## src/pc_stack_pkg.sv

```systemverilog
// constants and types shared by the program-flow and indirect-address block
package pc_stack_pkg;
  localparam int PC_WIDTH        = 13;
  localparam int LATCH_WIDTH     = 5;
  localparam int STACK_DEPTH     = 8;
  localparam int STACK_PTR_WIDTH = 3;
  localparam int ADDR_WIDTH      = 9;
  localparam logic [12:0] PC_RESET        = 13'h0000;
  localparam logic [4:0]  LATCH_RESET     = 5'h00;
  localparam logic [7:0]  POINTER_RESET   = 8'h00;
  localparam logic [7:0]  INDIRECT_REG_ADDR = 8'h00;
  localparam logic [7:0]  READ_SELF_VALUE = 8'h00;

  typedef enum logic [2:0] {
    PC_HOLD,
    PC_STEP,
    PC_WRITE_LOW,
    PC_CALL,
    PC_JUMP,
    PC_VECTOR,
    PC_RETURN
  } pc_op_type;
endpackage : pc_stack_pkg

```

## src/return_stack_mem.sv

```systemverilog
// eight-entry circular return stack memory with registered read data
`timescale 1ns/1ps
module return_stack_mem
  import pc_stack_pkg::*;
#(
  parameter int DEPTH = STACK_DEPTH,
  parameter int WIDTH = PC_WIDTH
)
(
  input  wire logic                       clk,
  input  wire logic                       sys_rst,
  input  wire logic                       wr_en,
  input  wire logic [STACK_PTR_WIDTH-1:0] wr_addr,
  input  wire logic [WIDTH-1:0]           wr_data,
  input  wire logic [STACK_PTR_WIDTH-1:0] rd_addr,
  output logic      [WIDTH-1:0]           rd_data
);
  logic [WIDTH-1:0] mem_q [DEPTH];
  logic [WIDTH-1:0] rd_data_d;

  // read data is the entry the next pop would take
  always_comb
  begin
    rd_data_d = mem_q[rd_addr];
    if (wr_en && (wr_addr == rd_addr))
    begin
      rd_data_d = wr_data;
    end
  end

  always_ff @(posedge clk)
  begin
    // entries survive reset, so show the slot that a pop right after release takes
    if (sys_rst)
    begin
      rd_data <= mem_q[DEPTH-1];
    end
    else
    begin
      rd_data <= rd_data_d;
    end
  end

  always_ff @(posedge clk)
  begin
    if (wr_en)
    begin
      mem_q[wr_addr] <= wr_data;
    end
  end
endmodule : return_stack_mem

```

## src/pc_stack_indirect_addr.sv

```systemverilog
// program counter, circular return stack and indirect address former
// What this block does
// - keeps 13-bit program counter; low byte read/write, upper five from latch.
// - any reset clears the whole program counter to zero.
// - writing the low byte also loads bits 12..8 from the latch.
// - call loads bits 10..0 from operand, bits 12..11 from latch 4..3.
// - jump forms counter like call: operand plus latch bits 4..3.
// - eight by 13-bit return stack, pointer hidden from software.
// - push counter plus one on call, the counter itself on interrupt vectoring.
// - pop top entry into counter on return, literal return, interrupt return.
// - pushes and pops never change the high latch.
// - stack is circular; ninth push overwrites the first entry.
// - no overflow or underflow flag; excess pushes and pops are silent.
// - indirect port is no register; accesses go to pointed location.
// - indirect read that resolves to the port itself returns zero.
// - indirect write that resolves to the port itself stores nothing.
// - indirect address is bank bit above the 8-bit pointer.
// - high latch is a 5-bit buffer; upper read bits are zero.
`timescale 1ns/1ps
module pc_stack_indirect_addr
  import pc_stack_pkg::*;
(
  input  wire logic                  clk,
  input  wire logic                  sys_rst,
  input  wire pc_op_type             pc_op,
  input  wire logic [10:0]           operand,
  input  wire logic [PC_WIDTH-1:0]   vector_addr,
  input  wire logic [7:0]            low_byte_wdata,
  input  wire logic                  latch_we,
  input  wire logic [7:0]            latch_wdata,
  input  wire logic                  pointer_we,
  input  wire logic [7:0]            pointer_wdata,
  input  wire logic                  indirect_bank_bit,
  input  wire logic                  data_access,
  input  wire logic                  data_write,
  input  wire logic [7:0]            data_file_addr,
  input  wire logic [7:0]            mem_rdata,
  output logic      [PC_WIDTH-1:0]   pc,
  output logic      [7:0]            pc_low_byte_reg,
  output logic      [7:0]            pc_high_latch,
  output logic      [7:0]            indirect_pointer_reg,
  output logic      [ADDR_WIDTH-1:0] data_addr,
  output logic                       data_write_en,
  output logic      [7:0]            data_rdata
);
  logic [PC_WIDTH-1:0]        pc_q, pc_d;
  logic [LATCH_WIDTH-1:0]     latch_q, latch_d;
  logic [7:0]                 pointer_q, pointer_d;
  logic [STACK_PTR_WIDTH-1:0] sp_q, sp_d;
  logic [PC_WIDTH-1:0]        top_entry;
  logic                       push;
  logic                       pop;
  logic                       via_pointer;
  logic                       self_ref;
  logic [ADDR_WIDTH-1:0]      addr_d, addr_q;
  logic                       we_d, we_q;
  logic                       self_rd_d, self_rd_q;

  // program counter and stack pointer next state
  always_comb
  begin
    pc_d = pc_q;
    sp_d = sp_q;
    push = 1'b0;
    pop  = 1'b0;
    unique case (pc_op)
      PC_HOLD:      pc_d = pc_q;
      PC_STEP:      pc_d = pc_q + 13'h0001;
      PC_WRITE_LOW: pc_d = {latch_q, low_byte_wdata};
      PC_CALL:
      begin
        pc_d = {latch_q[4:3], operand};
        push = 1'b1;
      end
      PC_JUMP:      pc_d = {latch_q[4:3], operand};
      PC_VECTOR:
      begin
        pc_d = vector_addr;
        push = 1'b1;
      end
      PC_RETURN:
      begin
        pc_d = top_entry;
        pop  = 1'b1;
      end
      // code 7 is never issued; treat it as hold so the stack stays untouched
      default:      pc_d = pc_q;
    endcase
    // pointer wraps freely with no flag, so deep nesting loses old frames
    if (push)
    begin
      sp_d = sp_q + 3'h1;
    end
    else if (pop)
    begin
      sp_d = sp_q - 3'h1;
    end
  end

  always_ff @(posedge clk)
  begin
    if (sys_rst)
    begin
      pc_q <= PC_RESET;
      sp_q <= '0;
    end
    else
    begin
      pc_q <= pc_d;
      sp_q <= sp_d;
    end
  end

  // return address is the counter of the pushing instruction plus one for a call, the counter itself for vectoring
  return_stack_mem #(
    .DEPTH (STACK_DEPTH),
    .WIDTH (PC_WIDTH)
  ) u_stack (
    .clk     (clk),
    .sys_rst (sys_rst),
    .wr_en   (push),
    .wr_addr (sp_q),
    .wr_data (pc_op == PC_VECTOR ? pc_q : pc_q + 13'h0001),
    .rd_addr (sp_d - 3'h1),
    .rd_data (top_entry)
  );

  // high latch and indirect pointer; stack traffic never touches the latch
  always_comb
  begin
    latch_d   = latch_q;
    pointer_d = pointer_q;
    if (latch_we)
    begin
      latch_d = latch_wdata[LATCH_WIDTH-1:0];
    end
    if (pointer_we)
    begin
      pointer_d = pointer_wdata;
    end
  end

  always_ff @(posedge clk)
  begin
    if (sys_rst)
    begin
      latch_q   <= LATCH_RESET;
      pointer_q <= POINTER_RESET;
    end
    else
    begin
      latch_q   <= latch_d;
      pointer_q <= pointer_d;
    end
  end

  // indirect access resolution
  always_comb
  begin
    via_pointer = (data_file_addr == INDIRECT_REG_ADDR);
    self_ref    = via_pointer && (pointer_q == INDIRECT_REG_ADDR);
    addr_d      = via_pointer ? {indirect_bank_bit, pointer_q}
                              : {indirect_bank_bit, data_file_addr};
    we_d        = data_access && data_write && !self_ref;
    self_rd_d   = data_access && self_ref;
  end

  always_ff @(posedge clk)
  begin
    if (sys_rst)
    begin
      addr_q    <= '0;
      we_q      <= 1'b0;
      self_rd_q <= 1'b0;
    end
    else
    begin
      addr_q    <= addr_d;
      we_q      <= we_d;
      self_rd_q <= self_rd_d;
    end
  end

  assign pc                   = pc_q;
  assign pc_low_byte_reg      = pc_q[7:0];
  assign pc_high_latch        = {3'h0, latch_q};
  assign indirect_pointer_reg = pointer_q;
  assign data_addr            = addr_q;
  assign data_write_en        = we_q;
  assign data_rdata           = self_rd_q ? READ_SELF_VALUE : mem_rdata;

  a_reset_clears: assert property (@(posedge clk) sys_rst |=> pc == 13'h0000)
    else $error("pc not cleared by reset");
  a_low_write_load: assert property (@(posedge clk) disable iff (sys_rst)
    pc_op == PC_WRITE_LOW |=> pc == {$past(latch_q), $past(low_byte_wdata)})
    else $error("low byte write did not load all bits");
  a_call_target: assert property (@(posedge clk) disable iff (sys_rst)
    pc_op == PC_CALL |=> pc == {$past(latch_q[4:3]), $past(operand)})
    else $error("call target wrong");
  a_jump_target: assert property (@(posedge clk) disable iff (sys_rst)
    pc_op == PC_JUMP |=> pc == {$past(latch_q[4:3]), $past(operand)})
    else $error("jump high bits wrong");
  a_call_return: assert property (@(posedge clk) disable iff (sys_rst)
    pc_op == PC_CALL ##1 pc_op == PC_RETURN |=> pc == $past(pc, 2) + 13'h0001)
    else $error("return address mismatch");
  a_latch_stable: assert property (@(posedge clk) disable iff (sys_rst)
    (push || pop) && !latch_we |=> $stable(latch_q))
    else $error("stack traffic changed latch");
  a_ptr_wraps: assert property (@(posedge clk) disable iff (sys_rst)
    push ##1 push [*7] |=> sp_q == $past(sp_q, 8))
    else $error("stack pointer not circular");
  a_self_read_zero: assert property (@(posedge clk) disable iff (sys_rst)
    self_rd_d |=> data_rdata == 8'h00)
    else $error("self indirect read not zero");
  a_self_write_nop: assert property (@(posedge clk) disable iff (sys_rst)
    self_ref |=> !data_write_en)
    else $error("self indirect write stored");
  a_bank_address: assert property (@(posedge clk) disable iff (sys_rst)
    via_pointer |=> data_addr == {$past(indirect_bank_bit), $past(pointer_q)})
    else $error("indirect address wrong");

  // counter, stack traffic, reset state, latch, pointer and the indirect path, one cycle after each request
  a_step_count: assert property (@(posedge clk) disable iff (sys_rst)
    pc_op == PC_STEP
    |=> pc == $past(pc) + 13'h0001)
    else $error("step did not advance by one");
  a_hold_keeps: assert property (@(posedge clk) disable iff (sys_rst)
    pc_op == PC_HOLD
    |=> $stable(pc))
    else $error("counter moved on hold");
  a_reset_state: assert property (@(posedge clk)
    sys_rst
    |=> pc_high_latch == 8'h00 && indirect_pointer_reg == 8'h00 && !data_write_en)
    else $error("latch, pointer or write enable not cleared by reset");
  a_vector_target: assert property (@(posedge clk) disable iff (sys_rst)
    pc_op == PC_VECTOR
    |=> pc == $past(vector_addr))
    else $error("vector target wrong");
  a_vector_push: assert property (@(posedge clk) disable iff (sys_rst)
    pc_op == PC_VECTOR
    |=> top_entry == $past(pc))
    else $error("vectoring pushed wrong counter");
  a_vector_return: assert property (@(posedge clk) disable iff (sys_rst)
    pc_op == PC_VECTOR ##1 pc_op == PC_RETURN
    |=> pc == $past(pc, 2))
    else $error("interrupt return address mismatch");
  a_call_push: assert property (@(posedge clk) disable iff (sys_rst)
    pc_op == PC_CALL
    |=> top_entry == $past(pc) + 13'h0001)
    else $error("call pushed wrong return address");
  a_jump_no_push: assert property (@(posedge clk) disable iff (sys_rst)
    pc_op == PC_JUMP
    |=> $stable(sp_q))
    else $error("jump moved the stack pointer");
  a_pop_restore: assert property (@(posedge clk) disable iff (sys_rst)
    pc_op == PC_RETURN
    |=> pc == $past(top_entry))
    else $error("pop did not restore the stacked counter");
  a_pop_step: assert property (@(posedge clk) disable iff (sys_rst)
    pop
    |=> sp_q == $past(sp_q) - 3'h1)
    else $error("pop did not step the pointer back");
  a_latch_load: assert property (@(posedge clk) disable iff (sys_rst)
    latch_we
    |=> pc_high_latch == {3'h0, $past(latch_wdata[4:0])})
    else $error("high latch not loaded as written");
  a_latch_hold: assert property (@(posedge clk) disable iff (sys_rst)
    !latch_we
    |=> $stable(latch_q))
    else $error("high latch changed without a write");
  a_pointer_load: assert property (@(posedge clk) disable iff (sys_rst)
    pointer_we
    |=> indirect_pointer_reg == $past(pointer_wdata))
    else $error("pointer not loaded");
  a_pointer_hold: assert property (@(posedge clk) disable iff (sys_rst)
    !pointer_we
    |=> $stable(pointer_q))
    else $error("pointer changed without a write");
  a_read_pass: assert property (@(posedge clk) disable iff (sys_rst)
    data_access && !self_ref
    |=> data_rdata == mem_rdata)
    else $error("read data not passed through");
  a_direct_address: assert property (@(posedge clk) disable iff (sys_rst)
    data_access && !via_pointer
    |=> data_addr == {$past(indirect_bank_bit), $past(data_file_addr)})
    else $error("direct address wrong");
  a_write_pass: assert property (@(posedge clk) disable iff (sys_rst)
    data_access && data_write && !self_ref
    |=> data_write_en)
    else $error("ordinary write suppressed");
  a_idle_no_write: assert property (@(posedge clk) disable iff (sys_rst)
    !data_access
    |=> !data_write_en)
    else $error("write enable without access");

  // scenarios the bench must reach
  c_call_return: cover property (@(posedge clk) pc_op == PC_CALL ##[1:5] pc_op == PC_RETURN);
  c_vector: cover property (@(posedge clk) pc_op == PC_VECTOR);
  c_self_ref: cover property (@(posedge clk) data_access && self_ref);
  c_stack_wrap: cover property (@(posedge clk) push [*8] ##1 push);
  c_self_write: cover property (@(posedge clk) data_access && data_write && self_ref);
endmodule : pc_stack_indirect_addr

```

## config.mk

```make
export PLATFORM = sky130hd
export DESIGN_NAME = pc_stack_indirect_addr
export DESIGN_NICKNAME = d
export VERILOG_FILES = /design/src/pc_stack_pkg.sv /design/src/return_stack_mem.sv /design/src/pc_stack_indirect_addr.sv
export SDC_FILE = /design/constraint.sdc
export NUM_CORES = 1
export LEC_CHECK = 0
export BUFFER_PORTS_ARGS = -buffer_cell sky130_fd_sc_hd__buf_2
export CORE_MARGIN = 8
export CORE_UTILIZATION = 57
export CTS_CLUSTER_SIZE = 10
export DETAILED_ROUTE_END_ITERATION = 7
export MAX_ROUTING_LAYER = met4
export PLACE_DENSITY = 0.79
export SLEW_MARGIN = 10
export SYNTH_ARGS = -nofsm -noshare
export SYNTH_HDL_FRONTEND = slang
export SYNTH_SLANG_ARGS = --single-unit
```

## constraint.sdc

```tcl
create_clock -name clk -period 3.1 [get_ports clk]
set_clock_uncertainty 0.15 [all_clocks]
set_input_delay 0.31 -clock clk [delete_from_list [all_inputs] [get_ports clk]]
set_output_delay 0.31 -clock clk [all_outputs]
set_load 0.02 [all_outputs]
```

==> results by stage, run 1 <==
STA:
- The final-layout worst hold slack is 0.0207 ns.
- The shortest period the worst path allows is approximately 3.0 ns.
- Static timing analysis puts the maximum clock frequency at ~340 MHz.
- The relative slew slack is a little under half.
- Adding up every negative setup slack in the final design gives 0 ns.
- At the pin with the least slew margin, the transition time is slightly below 0.8 ns.
- The number of hold violations in the final report is 0.
- The worst path uses a little over nine tenths of the clock period.
- The number of pins with negative max-slew slack in the final report is 0.
- The count of endpoints failing setup in the final report is 0.
- Setup repair after global routing left no endpoint under its margin.

Die:
- The core region is approximately 0.013 mm^2.
- For this configuration, the core starts out at a cell density of 58.2%.
- The die is about 130 um tall.
- Row generation in the floorplan step produced 42 rows.
- In this run the count of I/O pins placed on the die edge is 129.
- In this run the horizontal extent of the chip is roughly 130 um.
- The die covers 0.0175 mm^2.

GRT:
- The first global-routing pass estimated ~36 mm of wire.
- The initial antenna violation count is 0.
- The number of global-route vias before repair is 6404.
- Global routing consumed, over all layers together, 26.8% of the routing resources.
- The total overflow left after global routing is 0.
- The largest net degree at the start of global routing is 53.

Finish:
- The largest register by flop count is u_stack.mem_q.
- The fraction of final layout cells sized beyond drive strength 1 is between 20% and 30%.
- The final core area utilization is about 70%.
- The number of diodes added for antenna fixing is 0.
- The register with the most flip-flops in the layout has 104 of them.
- The footprint of the multi-input gates is 0.00319 mm^2.
- The area taken by flip-flops and latches is 0.00419 mm^2.
- The count of nets after finishing is about 930.
- The area growth from synthesis to layout is 21.6%.
- The final non-filler cell total is approximately 1000.
- After routing the design area is between 0.009 and 0.01 mm^2.
- The layout has ~940 filler cells.

Synthesis:
- sky130_fd_sc_hd__edfxtp_1 takes more of the synthesized area than any other cell.
- The Yosys step of the flow raised 0 warnings.
- The area share of the largest cell type after synthesis is between 40% and 50%.
- Synthesis inferred between 150 and 200 register bits.
- The number of cells produced by synthesis is 708.
- The most used standard cell by instance count after synthesis is sky130_fd_sc_hd__edfxtp_1.
- The post-synthesis area per instance is roughly 11 um^2.
- The total standard cell area after synthesis is ~0.0077 mm^2.
- The fraction of registers with async set or reset after synthesis is 0%.
- After synthesis, the cell types taking the most area are sky130_fd_sc_hd__edfxtp_1, sky130_fd_sc_hd__dfxtp_1, sky130_fd_sc_hd__mux2i_1, sky130_fd_sc_hd__nor2_1, sky130_fd_sc_hd__nand2_1.
- The number of flops mapped to enable cells by yosys is around 100.
- In the synthesized netlist the dominant register cell turns out to be sky130_fd_sc_hd__edfxtp_1.
- Counting distinct cell types in the post-synthesis netlist gives 73.
- The fraction of the yosys area taken by sequential cells is between 50 and 60%.
- After synthesis, the most frequently instantiated cells are sky130_fd_sc_hd__edfxtp_1, sky130_fd_sc_hd__nor2_1, sky130_fd_sc_hd__nand2_1.

Route:
- The detailed router put a total of around 8.7 mm of wire on met1.
- After detailed routing, the number of remaining DRC violations is 0.
- For this block, the initial DRC count from the detailed router was a little over 700.
- The routed length on met2 is 11.2 mm.
- In the final routed layout, each cell accounts on average for approximately 22 um.
- The remaining antenna violation count is 0.
- The length of the first detailed-routing pass in iterations is 6.
- The average via count per standard cell is 6.22.
- Detailed routing placed a total of approximately 2.1 mm of wire on met3.
- The highest metal layer with signal wires is met4.
- The final layout contains routed wiring with a total length of about 23 mm.
- Summing over every cut layer, the via total after detailed routing is 6503.

CTS:
- Clock-pin slew was measured on the worst setup and hold paths at ~0.06 ns.
- TritonCTS built the clock tree.
- The clock tree synthesis step divided the H-tree into 4 levels.
- The clock latency reported for the late side of the worst-skew pair is roughly 0.42 ns.
- Clock tree synthesis inserted a total of 17 buffers.
- Counting every sink on the clock net gives between 150 and 200.
- The cell at the root of the clock tree is sky130_fd_sc_hd__clkbuf_16.
- The clock passes through at most 2 buffers.

Placed design:
- Input and output buffers added on the ports amount to roughly 120.
- The half-perimeter wire length after placement is approximately 15 mm.
- The standard cell area after detailed placement is between 0.008 and 0.009 mm^2.
- The routability-driven placement congestion ratio is 0.878.
- After detailed placement, the design holds a cell count of ~990.

Critical path:
- For the worst setup path, the data required time is around 3.3 ns.
- The nature of the critical path startpoint is a flop.
- Along the worst path, the maximum fanout reaches 10.
- The arrival time of the worst setup path is just over 3 ns.
- The kind of capture point of the worst setup path is a flop.
- The worst-case reg-to-reg path depth is 10.
- By startpoint and endpoint, the worst setup path is classified as flop to flop.
- The terminus of the critical flop-to-flop path is u_stack.rd_data[0]$_DFF_P_.
- The setup check on the worst reg-to-reg path leaves a slack of ~0.14 ns.
- The critical register-to-register path startpoint is sp_q[0]$_SDFF_PP0_.

Pwr:
- Across the VDD grid, the largest voltage drop is between 0.0004 and 0.0005 V.
- The relative contribution of combinational cells to total power is a little under a quarter.
- The areal power density over the cells is roughly 620 mW/mm^2.
- Of the total power, registers draw 42.1%.
- The portion of total power attributed to the clock network is a little over a third.
- The share of total power consumed by net switching is 29.8%.
- Summed over all cells, the static leakage comes to ~3.6 nW.
- The net switching power is approximately 1.7 mW.
- The internal power is ~4 mW.

Min path:
- The startpoint identified for the worst hold timing path is data_write.
- The worst hold path terminates at data_write_en$_SDFF_PP0_.
- The tightest min-delay check is of the input pin to flop type.
- The number of cells on the worst hold path is 2.

Flow run:
- The total of max-cap violations is 0.

Status:
- The flow ran to the end, and the final reports show no timing, DRC or antenna violations.
-- what timing repair did --
item                                   4_1_cts  5_1_grt
hold buffers                                18        0
endpoints found under the hold margin       18        0
buffers inserted                             0        1
setup endpoints to repair                    0        8
resized for setup                            0        4
-- cell usage in the layout, fill, tap and decap left out, types with 4 or more instances in the layout --
cell type,Yosys,layout
sky130_fd_sc_hd__a211oi_1,28,28
sky130_fd_sc_hd__a21oi_1,43,43
sky130_fd_sc_hd__a221oi_1,5,5
sky130_fd_sc_hd__a2bb2oi_1,5,5
sky130_fd_sc_hd__and2_1,6,6
sky130_fd_sc_hd__buf_2,10,122
sky130_fd_sc_hd__buf_4,15,43
sky130_fd_sc_hd__clkbuf_16,0,17
sky130_fd_sc_hd__dfxtp_1,53,52
sky130_fd_sc_hd__dlygate4sd3_1,0,18
sky130_fd_sc_hd__edfxtp_1,104,104
sky130_fd_sc_hd__inv_1,17,17
sky130_fd_sc_hd__mux2_2,9,9
sky130_fd_sc_hd__mux2i_1,45,45
sky130_fd_sc_hd__nand2_1,61,60
sky130_fd_sc_hd__nand3_1,16,16
sky130_fd_sc_hd__nor2_1,70,70
sky130_fd_sc_hd__nor2b_1,17,17
sky130_fd_sc_hd__nor3_1,18,14
sky130_fd_sc_hd__nor3_2,1,5
sky130_fd_sc_hd__o211ai_1,5,5
sky130_fd_sc_hd__o21ai_0,20,20
sky130_fd_sc_hd__o21ai_1,11,11
sky130_fd_sc_hd__o221ai_1,11,11
sky130_fd_sc_hd__o22ai_1,4,4
sky130_fd_sc_hd__o31a_1,8,8
sky130_fd_sc_hd__o32ai_1,5,5
sky130_fd_sc_hd__xnor2_1,17,16
-- worst max-delay path: stages, from the launching register on --
cell                        delay (ns)
sky130_fd_sc_hd__dfxtp_2          0.34
sky130_fd_sc_hd__clkinv_1         0.09
sky130_fd_sc_hd__ha_2             0.39
sky130_fd_sc_hd__and4b_1          0.24
sky130_fd_sc_hd__nor4_4           0.39
sky130_fd_sc_hd__and2_1           0.26
sky130_fd_sc_hd__buf_4            0.20
sky130_fd_sc_hd__a21oi_1          0.15
sky130_fd_sc_hd__a221o_1          0.33
sky130_fd_sc_hd__o211ai_1         0.20
sky130_fd_sc_hd__a2bb2oi_1        0.09
-- worst max path at each step --
stage,start,endpoint,slack [ns]
2_1_floorplan,pc_op[2],u_stack.mem_q[1][0]$_DFFE_PP_,0.25
3_3_place_gp,sp_q[0]$_SDFF_PP0_,u_stack.rd_data[11]$_DFF_P_,0.23
3_5_place_dp,sp_q[0]$_SDFF_PP0_,u_stack.rd_data[2]$_DFF_P_,0.13
4_1_cts,sp_q[0]$_SDFF_PP0_,u_stack.rd_data[3]$_DFF_P_,0.09
5_1_grt,sp_q[0]$_SDFF_PP0_,u_stack.rd_data[12]$_DFF_P_,0.01
6_report,sp_q[0]$_SDFF_PP0_,u_stack.rd_data[0]$_DFF_P_,0.14
-- metrics by stage --
stage,power (mW),setup WS [ns]
after floorplan,3.36,0.255
after global placement,3.75,0.233
after detailed placement,3.80,0.126
after CTS,5.83,0.0872
after global routing,6.07,0.0112
final,5.85,0.141
-- layout make-up --
class	count	share of cell area (%)
timing repair buffer	184	12.1
inverter	19	0.761
tap	176	2.35
multi-input combinational	477	34.0
clock buffer	20	4.66
clock inverter	12	1.47
sequential	157	44.6
-- cell families (layout without fill, tap and decap cells) --
family / after synthesis / in the layout / synth area share [%]
and+or+nand+nor: 214 / 214 / 13.4
buffers and inverters: 76 / 235 / 4.88
muxes: 55 / 55 / 7.45
xor gates and xnor gates: 20 / 20 / 2.76
adders and majority gates: 4 / 4 / 0.617
AOI/OAI and AO/OA: 181 / 181 / 16.6
DFF: 157 / 157 / 54.3
other: 1 / 3 / 0.0486
-- routing by layer --
metal / up-vias / track usage (%)
met1: 3122 / 32.2
met5: - / -
met4: 0 / 13.0
met3: 62 / 5.79
li1: 2937 / -
met2: 382 / 42.1
-- power groups by stage --
stage | Combinational (mW) | Sequential, mW | Clock, mW
finish | 1.35 | 2.46 | 2.04
CTS | 1.33 | 2.46 | 2.05
floorplan | 0.860 | 2.50 | 0
detailed placement | 1.30 | 2.50 | 0
global route | 1.45 | 2.47 | 2.15
global placement | 1.26 | 2.50 | 0
No activity file was read; power rests on OpenSTA's default activity.
==> run 2: changes to the inputs <==
--- a/config.mk
+++ b/config.mk
@@ -11,7 +11,7 @@
 export CTS_CLUSTER_SIZE = 10
 export DETAILED_ROUTE_END_ITERATION = 7
 export MAX_ROUTING_LAYER = met4
-export PLACE_DENSITY = 0.79
+export PLACE_DENSITY = 0.81
 export SLEW_MARGIN = 10
 export SYNTH_ARGS = -nofsm -noshare
 export SYNTH_HDL_FRONTEND = slang
==> results by stage, run 2 (synthesis results as in run 1) <==
STA:
- The count of endpoints failing setup in the final report is 0.
- After layout, the worst path uses between 90 and 100% of the clock period.
- The relative slew slack is approximately a fifth.
- Subtracting the final worst setup slack from the clock period gives around 2.9 ns.
- The slew at the pin with the worst max-slew slack is ~1.2 ns.
- Setup repair after global routing left no endpoint under its margin.
- The number of hold violations in the final report is 0.
- The maximum clock frequency is approximately 340 MHz.
- Summed over all failing endpoints, the final setup total negative slack is 0 ns.
- The number of pins with negative max-slew slack in the final report is 0.

Placed design:
- The half-perimeter wire length after placement is between 15 and 20 mm.
- Port buffering added 122 buffers.
- The routability-driven placement congestion ratio is about 0.92.
- The total instance count after detailed placement is roughly 990.

Finish:
- Cells fill 70.6% of the core in the end.
- The library cells used most frequently in the layout, excluding fill and tap cells, are sky130_fd_sc_hd__buf_2, sky130_fd_sc_hd__edfxtp_1, sky130_fd_sc_hd__nor2_1.
- The area growth from synthesis to layout is 21.2%.
- In the final layout, the share of cells above drive strength 1 is a little over a quarter.
- The number of antenna diodes in the final layout is 0.
- The register with the most flip-flops in the layout has 104 of them.
- After the flow finishes, the layout carries non-filler instances totaling ~1000.
- The count of nets after finishing is ~930.
- Ranked by flip-flop count, first place goes to u_stack.mem_q.
- The most common cell after layout, fill and taps aside is sky130_fd_sc_hd__buf_2.

Route:
- The highest metal layer with signal wires is met4.
- The routed length on met2 is 11.0 mm.
- The detail route stage leaves a number of antenna-violating nets equal to 0.
- In the final routed layout, each cell accounts on average for around 22 um.
- For this run, design rule violations remaining after detail routing come to 0.
- The wire length on met3 is 2.08 mm.
- The detailed router put a total of between 8 and 9 mm of wire on met1.
- For this block, the via count after detailed routing is roughly 6600.
- In the routed layout, each cell is associated on average with a via count of between 6 and 7.
- In this run, the number of DRC markers left after iteration 0 of detailed routing was 686.
- The pre-antenna-repair detailed-routing pass consisted of 8 iterations.
- The detailed-route wire length is 22.6 mm.

Critical path:
- The worst-path maximum fanout is 10.
- The required time of the worst setup path is 3.30 ns.
- The worst setup slack for register-to-register paths is about 0.18 ns.
- The arrival time of the worst setup path is 3.12 ns.
- The worst setup path is captured at a flop.
- The nature of the critical path startpoint is a flop.
- The critical path is of the flop to flop type.

Status:
- The run finished with clean final reports.

CTS:
- The cell sitting at the root of the clock tree is a sky130_fd_sc_hd__clkbuf_16.
- In this run, CTS created clock tree buffers numbering 17.
- CTS saw between 150 and 200 sinks.
- In this run the deepest clock path goes through 2 buffers.
- The clock latency reported for the late side of the worst-skew pair is 0.43 ns.
- Clock-pin slew was measured on the worst setup and hold paths at around 0.07 ns.
- The H-tree depth is 4.
- The TritonCTS clock tree is built.

Die:
- In this run the count of I/O pins placed on the die edge is 129.
- Row generation in the floorplan step produced between 40 and 50 rows.
- The floorplan step defined a die boundary enclosing between 0.015 and 0.02 mm^2.
- The width of the die is between 100 and 150 um.
- In this run the standard cell core region covers around 0.013 mm^2.
- Measured along the y axis, the die boundary spans roughly 130 um.
- The starting utilization of the core area is approximately 58%.

GRT:
- The wire length of the first global-routing pass is between 30 and 40 mm.
- Entering global routing, the biggest net connects 53 pins.
- The number of global-route vias before repair came to 6675.
- The initial antenna violation count was 0.
- The global-route usage over all layers is about a quarter.
- The total overflow left after global routing is 0.

Min path:
- The min-delay analysis places its worst path in the category input pin to flop.

Pwr:
- In this run the static leakage power is approximately 3.6 nW.
- The areal power density over the cells is ~620 mW/mm^2.
- The worst ir drop on vdd is ~0.00047 V.

Flow run:
- Across the run, the number of max-cap violations was 0.
-- run 2: cell type report --
class | count | area [um^2]
clock buffers | 17 | 425
clock inverters | 15 | 151
fillers | 897 | 3890
inverters | 19 | 71.3
multi-input cells | 477 | 3190
flip-flops and latches | 157 | 4190
well taps | 176 | 220
repair buffers | 182 | 1110
-- run 2: worst max-delay path, stage by stage (launching register included) --
cell,delay (ns)
sky130_fd_sc_hd__dfxtp_2,0.37
sky130_fd_sc_hd__clkinv_1,0.10
sky130_fd_sc_hd__ha_1,0.40
sky130_fd_sc_hd__and4bb_4,0.23
sky130_fd_sc_hd__nor4_4,0.37
sky130_fd_sc_hd__and2_2,0.25
sky130_fd_sc_hd__buf_4,0.20
sky130_fd_sc_hd__a22o_1,0.18
sky130_fd_sc_hd__a222oi_1,0.10
sky130_fd_sc_hd__a211o_1,0.31
sky130_fd_sc_hd__a2bb2oi_1,0.17
-- run 2: routing by layer --
metal | up-vias | GRT usage [%]
met4 | 0 | 13.8
met1 | 3184 | 30.0
met5 | - | -
li1 | 2934 | -
met2 | 388 | 43.1
met3 | 76 | 6.29
-- run 2: stage by stage --
stage	total power [mW]	cell area [um^2]	hold slack (ns)	worst slack [ns]
after CTS	5.81	9330	0.000569	0.164
after global placement	3.74	8590	0.310	0.264
after detailed placement	3.79	8590	0.315	0.190
after floorplan	3.36	7720	0.277	0.255
after global routing	6.05	9350	0.00632	0.0314
final	5.84	9350	0.00910	0.183
-- run 2: path summary, 6_finish.rpt --
path	from	to	cells after the start
hold / removal	pointer_wdata[0]	indirect_pointer_reg[0]$_SDFFE_PP0P_	3
setup / recovery	sp_q[0]$_SDFF_PP0_	u_stack.rd_data[2]$_DFF_P_	10
hold reg to reg	u_stack.mem_q[7][1]$_DFFE_PP_	u_stack.rd_data[1]$_DFF_P_	2
setup reg to reg	sp_q[0]$_SDFF_PP0_	u_stack.rd_data[2]$_DFF_P_	10
-- run 2: report_power, final --
group | total [mW] | internal (mW) | switching (mW)
clock network | 2.02 | 1.13 | 0.895
logic | 1.34 | 0.536 | 0.809
registers | 2.47 | 2.37 | 0.0954
-- run 2: repair_timing --
| item | 4_1_cts | 5_1_grt |
|---|---|---|
| gates resized for setup | 0 | 4 |
| hold buffers | 17 | 0 |
| endpoints found under the hold margin | 17 | 0 |
| endpoints found under the setup margin | 0 | 9 |
| buffers inserted | 0 | 0 |
